File: config.mk
export PLATFORM = sky130hd
export DESIGN_NAME = pci_config_header_fn1
export DESIGN_NICKNAME = d
export VERILOG_FILES = /design/src/rtl/cfg_hdr_pkg.sv /design/src/rtl/pci_config_header_fn1.sv /design/src/rtl/cfg_byte_merge.sv /design/src/rtl/latency_limiter.sv
export SDC_FILE = /design/constraint.sdc
export NUM_CORES = 1
export LEC_CHECK = 0
export BUFFER_PORTS_ARGS = -buffer_cell sky130_fd_sc_hd__clkbuf_2
export CORE_ASPECT_RATIO = 1.4
export CORE_UTILIZATION = 43
export DETAILED_ROUTE_END_ITERATION = 12
export PLACE_DENSITY = 0.8
export SYNTH_ARGS = -nofsm -noshare
export SYNTH_HDL_FRONTEND = slang
export SYNTH_SLANG_ARGS = --single-unit
export TNS_END_PERCENT = 1
File: constraint.sdc
create_clock -name clk_i -period 2.05 [get_ports clk_i]
set_input_delay 0.205 -clock clk_i [delete_from_list [all_inputs] [get_ports clk_i]]
set_output_delay 0.205 -clock clk_i [all_outputs]
set_load 0.01 [all_outputs]
File: src/rtl/cfg_hdr_pkg.sv
// Package with offsets, field positions, reset values and types for the configuration header.
package cfg_hdr_pkg;
   localparam logic [7:0] OFS_COMMAND = 8'h04;
   localparam logic [7:0] OFS_CLASS_REV = 8'h08;
   localparam logic [7:0] OFS_HDR_LAT = 8'h0C;
   localparam int BIT_IO = 0;
   localparam int BIT_MEM = 1;
   localparam int BIT_MASTER = 2;
   localparam int BIT_MWI = 4;
   localparam int BIT_SERR = 8;
   localparam logic [15:0] CMD_WRITE_MASK = 16'h01F7;
   localparam logic [15:0] CMD_RESET = 16'h0000;
   localparam logic [23:0] CLASS_CODE = 24'h048000;
   localparam logic [7:0] HEADER_MULTI = 8'h80;
   localparam int LAT_LSB = 11;
   localparam int LAT_MSB = 15;
   localparam logic [4:0] LAT_RESET = 5'h00;
   localparam int LAT_UNIT_CLOCKS = 8;
   localparam logic [3:0] PCI_CMD_MEM_WRITE = 4'h7;
   localparam logic [3:0] PCI_CMD_MWI = 4'hF;

   typedef struct packed {
      logic [7:0] offset;
      logic [3:0] byte_en;
      logic [31:0] data;
   } cfg_write_t;

   typedef struct packed {
      logic req;
      logic want_mwi;
      logic gnt;
      logic burst_done;
   } master_ctl_t;
endpackage : cfg_hdr_pkg

File: src/rtl/pci_config_header_fn1.sv
// Configuration header slice of the graphics function: command, class and latency registers.
`timescale 1ns/1ps
module pci_config_header_fn1
   import cfg_hdr_pkg::*;
#(
   parameter logic [7:0] SILICON_REVISION = 8'h5A // Arbitrary value.
)
(
   // Clock and reset.
   input wire logic clk_i,
   input wire logic reset_i,
   // Configuration access port.
   input wire logic cfg_sel_i,
   input wire logic cfg_write_i,
   input wire cfg_write_t cfg_req_i,
   output logic [31:0] cfg_rdata_o,
   // Memory target decode.
   input wire logic mem_hit_i,
   input wire logic rom_hit_i,
   input wire logic rom_decode_en_i,
   output logic mem_claim_o,
   // Bus master requests from the graphics engine.
   input wire master_ctl_t master_i,
   output logic master_req_o,
   output logic [3:0] master_write_cmd_o,
   output logic master_start_o,
   output logic master_stop_o,
   // System error pin.
   input wire logic serr_event_i,
   output logic serr_n_o,
   output logic serr_oe_o,
   // Command bits for other logic.
   output logic [15:0] command_o
);
   logic [15:0] command_control_field;
   logic [4:0] latency_field;
   logic [31:0] next_command_word;
   logic [31:0] next_latency_word;
   logic master_active;
   logic latency_expired;

   function automatic logic [31:0] class_word(input logic [7:0] rev);
      class_word = {CLASS_CODE, rev};
   endfunction : class_word

   // Registers are decoded by dword, so byte accesses inside a register still hit it.
   function automatic logic reg_hit(input logic [7:0] ofs, input logic [7:0] base);
      reg_hit = (ofs[7:2] == base[7:2]);
   endfunction : reg_hit

   cfg_byte_merge #(.WIDTH(32)) u_cmd_merge (
      .old_i({16'h0000, command_control_field}),
      .new_i(cfg_req_i.data),
      .byte_en_i(cfg_req_i.byte_en),
      .mask_i({16'h0000, CMD_WRITE_MASK}),
      .merged_o(next_command_word)
   );

   cfg_byte_merge #(.WIDTH(32)) u_lat_merge (
      .old_i({16'h0000, latency_field, 11'h000}),
      .new_i(cfg_req_i.data),
      .byte_en_i(cfg_req_i.byte_en),
      .mask_i(32'h0000F800),
      .merged_o(next_latency_word)
   );

   // Command register: reserved bits 7:5 store, bits 15:9 and 3 read zero.
   always_ff @(posedge clk_i)
   begin
      if (reset_i)
         command_control_field <= CMD_RESET;
      else if (cfg_sel_i && cfg_write_i && reg_hit(cfg_req_i.offset, OFS_COMMAND))
         command_control_field <= next_command_word[15:0];
   end

   // Latency timer field.
   always_ff @(posedge clk_i)
   begin
      if (reset_i)
         latency_field <= LAT_RESET;
      else if (cfg_sel_i && cfg_write_i && reg_hit(cfg_req_i.offset, OFS_HDR_LAT))
         latency_field <= next_latency_word[LAT_MSB:LAT_LSB];
   end

   // Read data; writes to offset 08h have no path and are dropped.
   // A byte read at 09h to 0Bh returns the whole word, so each class byte sits in its own lane.
   always_ff @(posedge clk_i)
   begin
      if (reset_i)
         cfg_rdata_o <= 32'h00000000;
      else if (cfg_sel_i && !cfg_write_i)
      begin
         unique case (cfg_req_i.offset[7:2])
            OFS_COMMAND[7:2]: cfg_rdata_o <= {16'h0000, command_control_field};
            OFS_CLASS_REV[7:2]: cfg_rdata_o <= class_word(SILICON_REVISION);
            OFS_HDR_LAT[7:2]: cfg_rdata_o <= {8'h00, HEADER_MULTI, latency_field, 11'h000};
            default: cfg_rdata_o <= 32'h00000000;
         endcase
      end
   end

   assign command_o = command_control_field;

   // Memory and ROM decode.
   always_comb
   begin
      mem_claim_o = command_control_field[BIT_MEM] &&
         (mem_hit_i || (rom_hit_i && rom_decode_en_i));
   end

   // Bus master gating and command choice.
   assign master_req_o = master_i.req && command_control_field[BIT_MASTER];
   assign master_start_o = master_req_o && master_i.gnt && !master_active;
   assign master_write_cmd_o = (master_i.want_mwi && command_control_field[BIT_MWI]) ?
      PCI_CMD_MWI : PCI_CMD_MEM_WRITE;

   always_ff @(posedge clk_i)
   begin
      if (reset_i)
         master_active <= 1'b0;
      else if (master_start_o)
         master_active <= 1'b1;
      else if (master_i.burst_done || master_stop_o || !command_control_field[BIT_MASTER])
         master_active <= 1'b0;
   end

   latency_limiter u_latency (
      .clk_i(clk_i),
      .reset_i(reset_i),
      .lat_field_i(latency_field),
      .start_i(master_start_o),
      .active_i(master_active),
      .gnt_i(master_i.gnt),
      .expired_o(latency_expired),
      .stop_o(master_stop_o)
   );

   // System error driver, active low, enabled only by command bit 8.
   always_ff @(posedge clk_i)
   begin
      if (reset_i)
      begin
         serr_n_o <= 1'b1;
         serr_oe_o <= 1'b0;
      end
      else
      begin
         serr_n_o <= !(serr_event_i && command_control_field[BIT_SERR]);
         serr_oe_o <= serr_event_i && command_control_field[BIT_SERR];
      end
   end

   chk_serr_gated: assert property (@(posedge clk_i) disable iff (reset_i)
      serr_oe_o |-> $past(command_control_field[BIT_SERR]) && $past(serr_event_i))
      else $error("system error driven while disabled");
   chk_serr_enabled: assert property (@(posedge clk_i) disable iff (reset_i)
      (serr_event_i && command_control_field[BIT_SERR]) |=> serr_oe_o && !serr_n_o)
      else $error("system error not driven while enabled");
   chk_serr_quiet: assert property (@(posedge clk_i) disable iff (reset_i)
      !serr_oe_o |-> serr_n_o)
      else $error("system error pin low while not driven");
   chk_mwi_select: assert property (@(posedge clk_i) disable iff (reset_i)
      (master_write_cmd_o == PCI_CMD_MWI) |-> command_control_field[BIT_MWI])
      else $error("write-and-invalidate used while not permitted");
   chk_mwi_used: assert property (@(posedge clk_i) disable iff (reset_i)
      (master_i.want_mwi && command_control_field[BIT_MWI]) |->
      master_write_cmd_o == PCI_CMD_MWI)
      else $error("write-and-invalidate not used while permitted and wanted");
   chk_master_gate: assert property (@(posedge clk_i) disable iff (reset_i)
      !command_control_field[BIT_MASTER] |-> !master_req_o && !master_start_o)
      else $error("master request while mastering disabled");
   chk_active_drop: assert property (@(posedge clk_i) disable iff (reset_i)
      !command_control_field[BIT_MASTER] |=> !master_active)
      else $error("master tenure kept after mastering disabled");
   chk_mem_decode: assert property (@(posedge clk_i) disable iff (reset_i)
      mem_claim_o |-> command_control_field[BIT_MEM])
      else $error("memory claimed while decode disabled");
   chk_mem_claim_hit: assert property (@(posedge clk_i) disable iff (reset_i)
      (command_control_field[BIT_MEM] && mem_hit_i) |-> mem_claim_o)
      else $error("memory hit not claimed while decode enabled");
   chk_rom_claim: assert property (@(posedge clk_i) disable iff (reset_i)
      (rom_hit_i && !mem_hit_i && mem_claim_o) |-> rom_decode_en_i)
      else $error("rom claimed without rom enable");
   chk_rom_both: assert property (@(posedge clk_i) disable iff (reset_i)
      (command_control_field[BIT_MEM] && rom_hit_i && rom_decode_en_i) |-> mem_claim_o)
      else $error("rom hit not claimed with both enables set");
   chk_cmd_reset: assert property (@(posedge clk_i)
      reset_i |=> command_control_field == 16'h0000 && latency_field == 5'h00)
      else $error("control bits not cleared by reset");
   chk_cmd_write: assert property (@(posedge clk_i) disable iff (reset_i)
      (cfg_sel_i && cfg_write_i && reg_hit(cfg_req_i.offset, OFS_COMMAND) &&
      cfg_req_i.byte_en[0]) |=> command_control_field[BIT_IO] == $past(cfg_req_i.data[BIT_IO]))
      else $error("io bit not written");
   chk_io_no_effect: assert property (@(posedge clk_i) disable iff (reset_i)
      (command_control_field[BIT_IO] && !command_control_field[BIT_MEM]) |-> !mem_claim_o)
      else $error("io bit affected decoding");
   chk_class_read: assert property (@(posedge clk_i) disable iff (reset_i)
      (cfg_sel_i && !cfg_write_i && reg_hit(cfg_req_i.offset, OFS_CLASS_REV)) |=>
      cfg_rdata_o[31:8] == 24'h048000)
      else $error("class code read wrong");
   chk_class_no_write: assert property (@(posedge clk_i) disable iff (reset_i)
      (cfg_sel_i && cfg_write_i && reg_hit(cfg_req_i.offset, OFS_CLASS_REV)) |=>
      $stable(command_control_field) && $stable(latency_field))
      else $error("class register write changed state");
   chk_revision_read: assert property (@(posedge clk_i) disable iff (reset_i)
      (cfg_sel_i && !cfg_write_i && reg_hit(cfg_req_i.offset, OFS_CLASS_REV)) |=>
      cfg_rdata_o[7:0] == SILICON_REVISION)
      else $error("silicon revision read wrong");
   chk_header_read: assert property (@(posedge clk_i) disable iff (reset_i)
      (cfg_sel_i && !cfg_write_i && reg_hit(cfg_req_i.offset, OFS_HDR_LAT)) |=>
      cfg_rdata_o[23:16] == 8'h80 && cfg_rdata_o[15:11] == $past(latency_field))
      else $error("header type or latency read wrong");
   chk_lat_write: assert property (@(posedge clk_i) disable iff (reset_i)
      (cfg_sel_i && cfg_write_i && reg_hit(cfg_req_i.offset, OFS_HDR_LAT) &&
      cfg_req_i.byte_en[1]) |=> latency_field == $past(cfg_req_i.data[LAT_MSB:LAT_LSB]))
      else $error("latency timer not written");
   chk_stop_grant: assert property (@(posedge clk_i) disable iff (reset_i)
      (latency_expired && master_i.gnt) |-> !master_stop_o)
      else $error("burst stopped while grant still held");
   chk_stop_ends: assert property (@(posedge clk_i) disable iff (reset_i)
      master_stop_o |=> !master_active)
      else $error("tenure continued after forced stop");
endmodule : pci_config_header_fn1

File: src/rtl/cfg_byte_merge.sv
// Byte-lane merge of a configuration write into a register word.
`timescale 1ns/1ps
module cfg_byte_merge
   import cfg_hdr_pkg::*;
#(
   parameter int WIDTH = 32
)
(
   // Old value, new data, enables and writable mask.
   input wire logic [WIDTH-1:0] old_i,
   input wire logic [WIDTH-1:0] new_i,
   input wire logic [WIDTH/8-1:0] byte_en_i,
   input wire logic [WIDTH-1:0] mask_i,
   // Merged value.
   output logic [WIDTH-1:0] merged_o
);
   genvar g;
   generate
      for (g = 0; g < WIDTH; g++)
      begin : g_bit
         assign merged_o[g] = (byte_en_i[g/8] && mask_i[g]) ? new_i[g] : old_i[g];
      end
   endgenerate
endmodule : cfg_byte_merge

File: src/rtl/latency_limiter.sv
// Master tenure counter that ends a burst once the latency limit expires without grant.
`timescale 1ns/1ps
module latency_limiter
   import cfg_hdr_pkg::*;
(
   // Clock and reset.
   input wire logic clk_i,
   input wire logic reset_i,
   // Limit field and transaction state.
   input wire logic [4:0] lat_field_i,
   input wire logic start_i,
   input wire logic active_i,
   input wire logic gnt_i,
   // Expiry and forced end.
   output logic expired_o,
   output logic stop_o
);
   logic [7:0] count;

   // The counter loads the limit at the start of a transaction and runs down.
   always_ff @(posedge clk_i)
   begin
      if (reset_i)
         count <= 8'h00;
      else if (start_i)
         count <= {lat_field_i, 3'b000};
      else if (active_i && count != 8'h00)
         count <= count - 8'h01;
   end

   assign expired_o = active_i && !start_i && (count == 8'h00);
   assign stop_o = expired_o && !gnt_i;

   chk_expiry_stop: assert property (@(posedge clk_i) disable iff (reset_i)
      stop_o |-> (active_i && !gnt_i && count == 8'h00))
      else $error("burst stopped before limit expired");
   chk_count_load: assert property (@(posedge clk_i) disable iff (reset_i)
      start_i |=> count == {$past(lat_field_i), 3'b000})
      else $error("tenure count not loaded from latency field");
   chk_count_step: assert property (@(posedge clk_i) disable iff (reset_i)
      (active_i && !start_i && count != 8'h00) |=> count == $past(count) - 8'h01)
      else $error("tenure count did not step down");
endmodule : latency_limiter

* Yosys cells after proc, flatten, opt, wreduce, memory -nomap -nowiden
Index checks and enable logic that the tools add are counted.
Word-level totals: bits of input ports 56, logic and storage cells 51, flip-flop bits (word level) 56
Cells by class: reduce and logical (&&, ||, !) cells 32, mux-type cells 6, add/sub/neg operators 1, equality and inequality tests 3
Operators with widths (count):
- $pmux W27 S3 | 1
- $mux W8 | 2
- $logic_and A1 B1 Y1 | 15
- $eq A6 B2 Y1 const B | 2
- $logic_not A8 Y1 | 1
- $reduce_bool A8 Y1 | 1
- $sub A8 B1 Y8 const B | 1
- $eq A6 B1 Y1 const B | 1
- $logic_not A1 Y1 | 6
- $reduce_and A2 Y1 | 3
- $mux W4 | 1
- $reduce_bool A2 Y1 | 2
- $logic_or A1 B1 Y1 | 3
- $mux W1 | 2
- $reduce_or A2 Y1 | 1

* Longest topological paths before layout
depth in word-level cells 11, mapped depth 6

* By module
From an unflattened synthesis, not the netlist that was laid out.
Unflattened totals: cell total of the unflattened synthesis 414, area total of the unflattened synthesis 3691.0 µm²
By module, submodules not included:
- pci_config_header_fn1 | seq. area each 840.8 µm², area an instance 1903.1 µm², instances 1, cells an instance 215
- cfg_byte_merge | seq. area each 0.0 µm², area an instance 645.6 µm², instances 2, cells an instance 68
- latency_limiter | seq. area each 160.2 µm², area an instance 496.7 µm², instances 1, cells an instance 63

* Worst setup path after synthesis
Ideal clock, no wire load.
path type register to register, from reg u_latency.count[0], to reg u_latency.count[5], path slack 0.473 ns, clock period less this slack 1.577 ns, arrival time 1.445 ns, library setup time 0.132 ns, data required time 1.918 ns, stages on the path, launching flop included 7, cells stage by stage dfxtp_1 -> inv_1 -> ha_1 -> or3b_2 -> o211ai_1 -> o31a_1 -> a21oi_1
On the way: cells in the longest elaborated chain, start to end 3, elaborated cells between the ends (all ways) 6, those cells by class 1 x add/sub; 2 x mux; 3 x reduce/logical
Ends and longest elaborated chain:
- from (decl) | line latency_limiter.sv:18 | logic [7:0] count;
- from (signal assigned) | line latency_limiter.sv:26 | count <= {lat_field_i, 3'b000};
- from (signal assigned) | line latency_limiter.sv:28 | count <= count - 8'h01;
- $sub A8 B1 Y8 or $reduce_bool A8 Y1 (tied branches) | line latency_limiter.sv:28, latency_limiter.sv:27
- $mux W8 or $logic_and A1 B1 Y1 (tied branches) | line latency_limiter.sv:27 | else if (active_i && count != 8'h00)
- $mux W8 or $reduce_bool A2 Y1 (tied branches)
Several ways; a longest one is shown, not always the timed one. The select of a mux whose other input is x is not followed. A chain may end at the register's enable or synchronous reset.

* Worst setup path after layout
from reg u_latency.count[0], to out master_stop_o
On the way: cells in the longest elaborated chain, start to end 3
Ends and longest elaborated chain:
- $logic_not A8 Y1 | line latency_limiter.sv:31 | assign expired_o = active_i && !start_i && (count == 8'h00);
- $logic_and A1 B1 Y1 | line latency_limiter.sv:31
- $logic_and A1 B1 Y1 | line latency_limiter.sv:32 | assign stop_o = expired_o && !gnt_i;
- to (decl) | line pci_config_header_fn1.sv:27 | output logic master_stop_o,
Every way passes these cells.

==> summary.txt <==
Status
  • Status: complete, but fails checks
  • Failing checks: design-rule violations

Finish
  • # nets final: 335
  • Area occupied by multi-input gates: 918.4 sq um
  • Layout area overhead: 19.16%
  • Fillers: 411
  • FF+latch area: 780.7 sq um
  • Fin util: 52.95%
  • Final instance area: 2226 sq um
  • Cell Count, Final, Fillers Out: 324
  • Number of diodes: 0
  • Share of post-route cells with drive strength above 1: 29.03%

Route
  • Vias: 1,660
  • Initial DRC Count: 19
  • DRC: 5
  • Routed Antenna Nets: 0
  • Via/cell ratio: 5.123
  • Drt first pass iters: 10
  • Routed WL per cell: 12.12 um
  • Post-Route WL: 3.927 mm

Placement
  • Post-place setup slack: 0.3033 ns
  • Hpwl dp: 2.970 mm
  • DP Area: 2103 sq um
  • Placed insts: 316
  • PortBufs: 63
  • Final GP Congestion: 0.8828

CTS
  • Clk Latency, worst-skew pair: 0.28 ns
  • CTS tree: yes
  • Post CTS Setup Buffer Count: 0
  • CTS buffer count: 5
  • Hold-fix buffers at CTS: 0
  • Root Buffer Master: clkbuf_8
  • Reg clk slew, reported paths: 0.08 ns
  • Deepest clock path buffer count: 2
  • Clock Sinks: 39
  • CTS HTree Levels: 2

Timing
  • Minimum clock period: 1.878 ns
  • Final Setup Violations: 0
  • Setup TNS: 0 ns
  • Final hold viol count: 0
  • Relative slew slack: 52.86%
  • Hold slack: 0.1363 ns
  • Unrepaired setup endpoints after global routing: false
  • Pins Over Slew Limit: 0
  • Final Cycle Share: 91.63%
  • PnR worst setup slack: 0.1716 ns
  • Measured slew at the worst slew-check pin: 0.7071 ns
  • Worst clock skew: 0.002915 ns
  • Fmax: 532.4 MHz

Global route
  • Antenna violations before repair: 0
  • Largest net degree at the start of global routing: 38
  • First-pass GRT wire length: 6.348 mm
  • Vias in the first global route: 1,585
  • GR Overflow Total: 0
  • Total Routing Usage GR: 17.79%

Power
  • P per Cell Area: 676.9 nW/um^2
  • Clk network pwr share: 43.6%
  • Net Switching: 325.5 uW
  • Lkg Pwr: 0.9740 nW
  • Internal: 1.181 mW
  • Seq pwr share: 50.3%
  • Logic pwr share: 6.1%
  • Switching part of the total: 21.60%
  • Worst IR drop on VDD: 576.5 uV
  • Pwr Total: 1.507 mW

Setup path
  • Crit start category: register
  • Crit. End Element: output port
  • CP Max Fanout: 4
  • Worst EP required: 1.85 ns
  • CP Class: register to output port
  • Arrival time worst endpoint: 1.67 ns

Hold path
  • Hold WC Path Type: input pin to register

Floorplan
  • Io pins: 114
  • Initial Util: 44.43%
  • Die W: 57.71 um
  • Row cnt: 28
  • CORE AREA: 4204 sq um
  • Die Y: 79.99 um
  • Die area: 4616 sq um

Logic synthesis
  • Sequential area share after synthesis: 41.80%
  • Synth unique cells: 41
  • Syn. warnings: 0
  • Post-Synthesis Cells: 216
  • Syn_area_per_cell: 8.648 sq um
  • FF+latch count, synth: 39
  • Cell Area, Synth: 1868 sq um
  • Top_reg_cell synth: dfxtp_1
  • Ys async rst share: 0%
  • EDFF count, synth: 0

Flow run
  • Max cap viols: 0
-- Yosys cell counts, types with 2 or more instances --
cell type  count  area (sq um)
buf_4         28         210.2
nand3_1       13         65.06
o211ai_1       3         22.52
a22oi_1        5         37.54
dfxtp_1       39         780.8
mux2i_1       13         130.1
a21oi_1       14         70.07
conb_1         2         7.510
a31oi_1        5         31.28
or3b_2         2         17.52
nor3_4         2         32.53
nor3_1         4         20.02
nor3b_1        3         22.52
clkbuf_1       5         18.77
or3_1          3         18.77
nor2b_1        2         12.51
and2_1         2         12.51
nor2_1        23         86.33
nand2_1       21         78.83
inv_1          5         18.77
or4_1          2         15.01
-- power by group through the flow --
stage	logic, mW	registers [mW]	clock network (mW)
detailed placement	0.0914	0.776	0
CTS	0.0917	0.758	0.677
floorplan	0.0903	0.776	0
global route	0.102	0.758	0.720
finish	0.0913	0.758	0.657
global placement	0.0897	0.776	0
-- layout by cell type (no fill, tap or decap), drive strengths merged, types with 2 or more instances in the layout --
| cell | count |
|---|---|
| a21oi | 14 |
| a22oi | 5 |
| a31oi | 5 |
| and2 | 2 |
| buf | 2 |
| clkbuf | 69 |
| clkinv | 2 |
| conb | 27 |
| dfxtp | 39 |
| inv | 5 |
| mux2i | 13 |
| nand2 | 21 |
| nand3 | 13 |
| nor2 | 24 |
| nor2b | 2 |
| nor3 | 6 |
| nor3b | 3 |
| o211ai | 3 |
| o21ai | 2 |
| or3 | 3 |
| or3b | 3 |
| or4 | 2 |
-- critical path, cell delays in order, from the launching register on --
cell and delay, ns:
dfxtp_1 0.33, inv_1 0.10, ha_1 0.22, nor3b_2 0.22
nand2_1 0.14, nor3b_1 0.21, clkbuf_2 0.16
-- final timing paths --
path | slack [ns] | cells after the start | from | endpoint
worst max-delay path | 0.17 | 6 | u_latency.count[0] | master_stop_o
worst min-delay path | 0.14 | 3 | serr_event_i | serr_oe_o
worst max register to register | 0.28 | 6 | u_latency.count[0] | u_latency.count[5]
worst min register to register | 0.46 | 2 | cfg_rdata_o[0] | cfg_rdata_o[0]
-- cells by family after synthesis --
family / count (synthesis) / synth area share [%]
simple gates: 87 / 24.85
buf+inv: 41 / 14.33
flops: 39 / 41.80
compound gates: 32 / 10.52
mux: 13 / 6.966
other cells: 2 / 0.4020
fa+ha+maj: 1 / 0.6697
xor+xnor: 1 / 0.4689
-- state kept, by name, summed over array words and instances, names as in the netlist --
register         flops
serr_oe_o            1
latency_field        5
u_latency.count      8
master_active        1
serr_n_o             1
cfg_rdata_o         15
command_o            8
-- area by class of cell --
type,count,area share (%)
clock inverter,2,1.574
timing repair buffer,65,14.84
sequential,39,35.08
tap,45,2.530
clock buffer,6,3.710
inverter,6,1.012
multi-input combinational,161,41.26
-- per-layer routing --
metal / vias up / track usage (%) / part of all wire, %
met4: 0 / 11.43 / 3.0
met2: 62 / 32.56 / 54
met3: 12 / 4.052 / 5.4
li1: 815 / - / -
met5: - / 0 / 0
met1: 771 / 17.61 / 38
-- what timing repair did --
| action | 4_1_cts | 5_1_grt |
|---|---|---|
| gates resized for setup | 0 | 1 |
| endpoints found under the hold margin | 0 | 0 |
| setup endpoints to repair | 0 | 1 |
No activity file was read; power rests on OpenSTA's default activity.
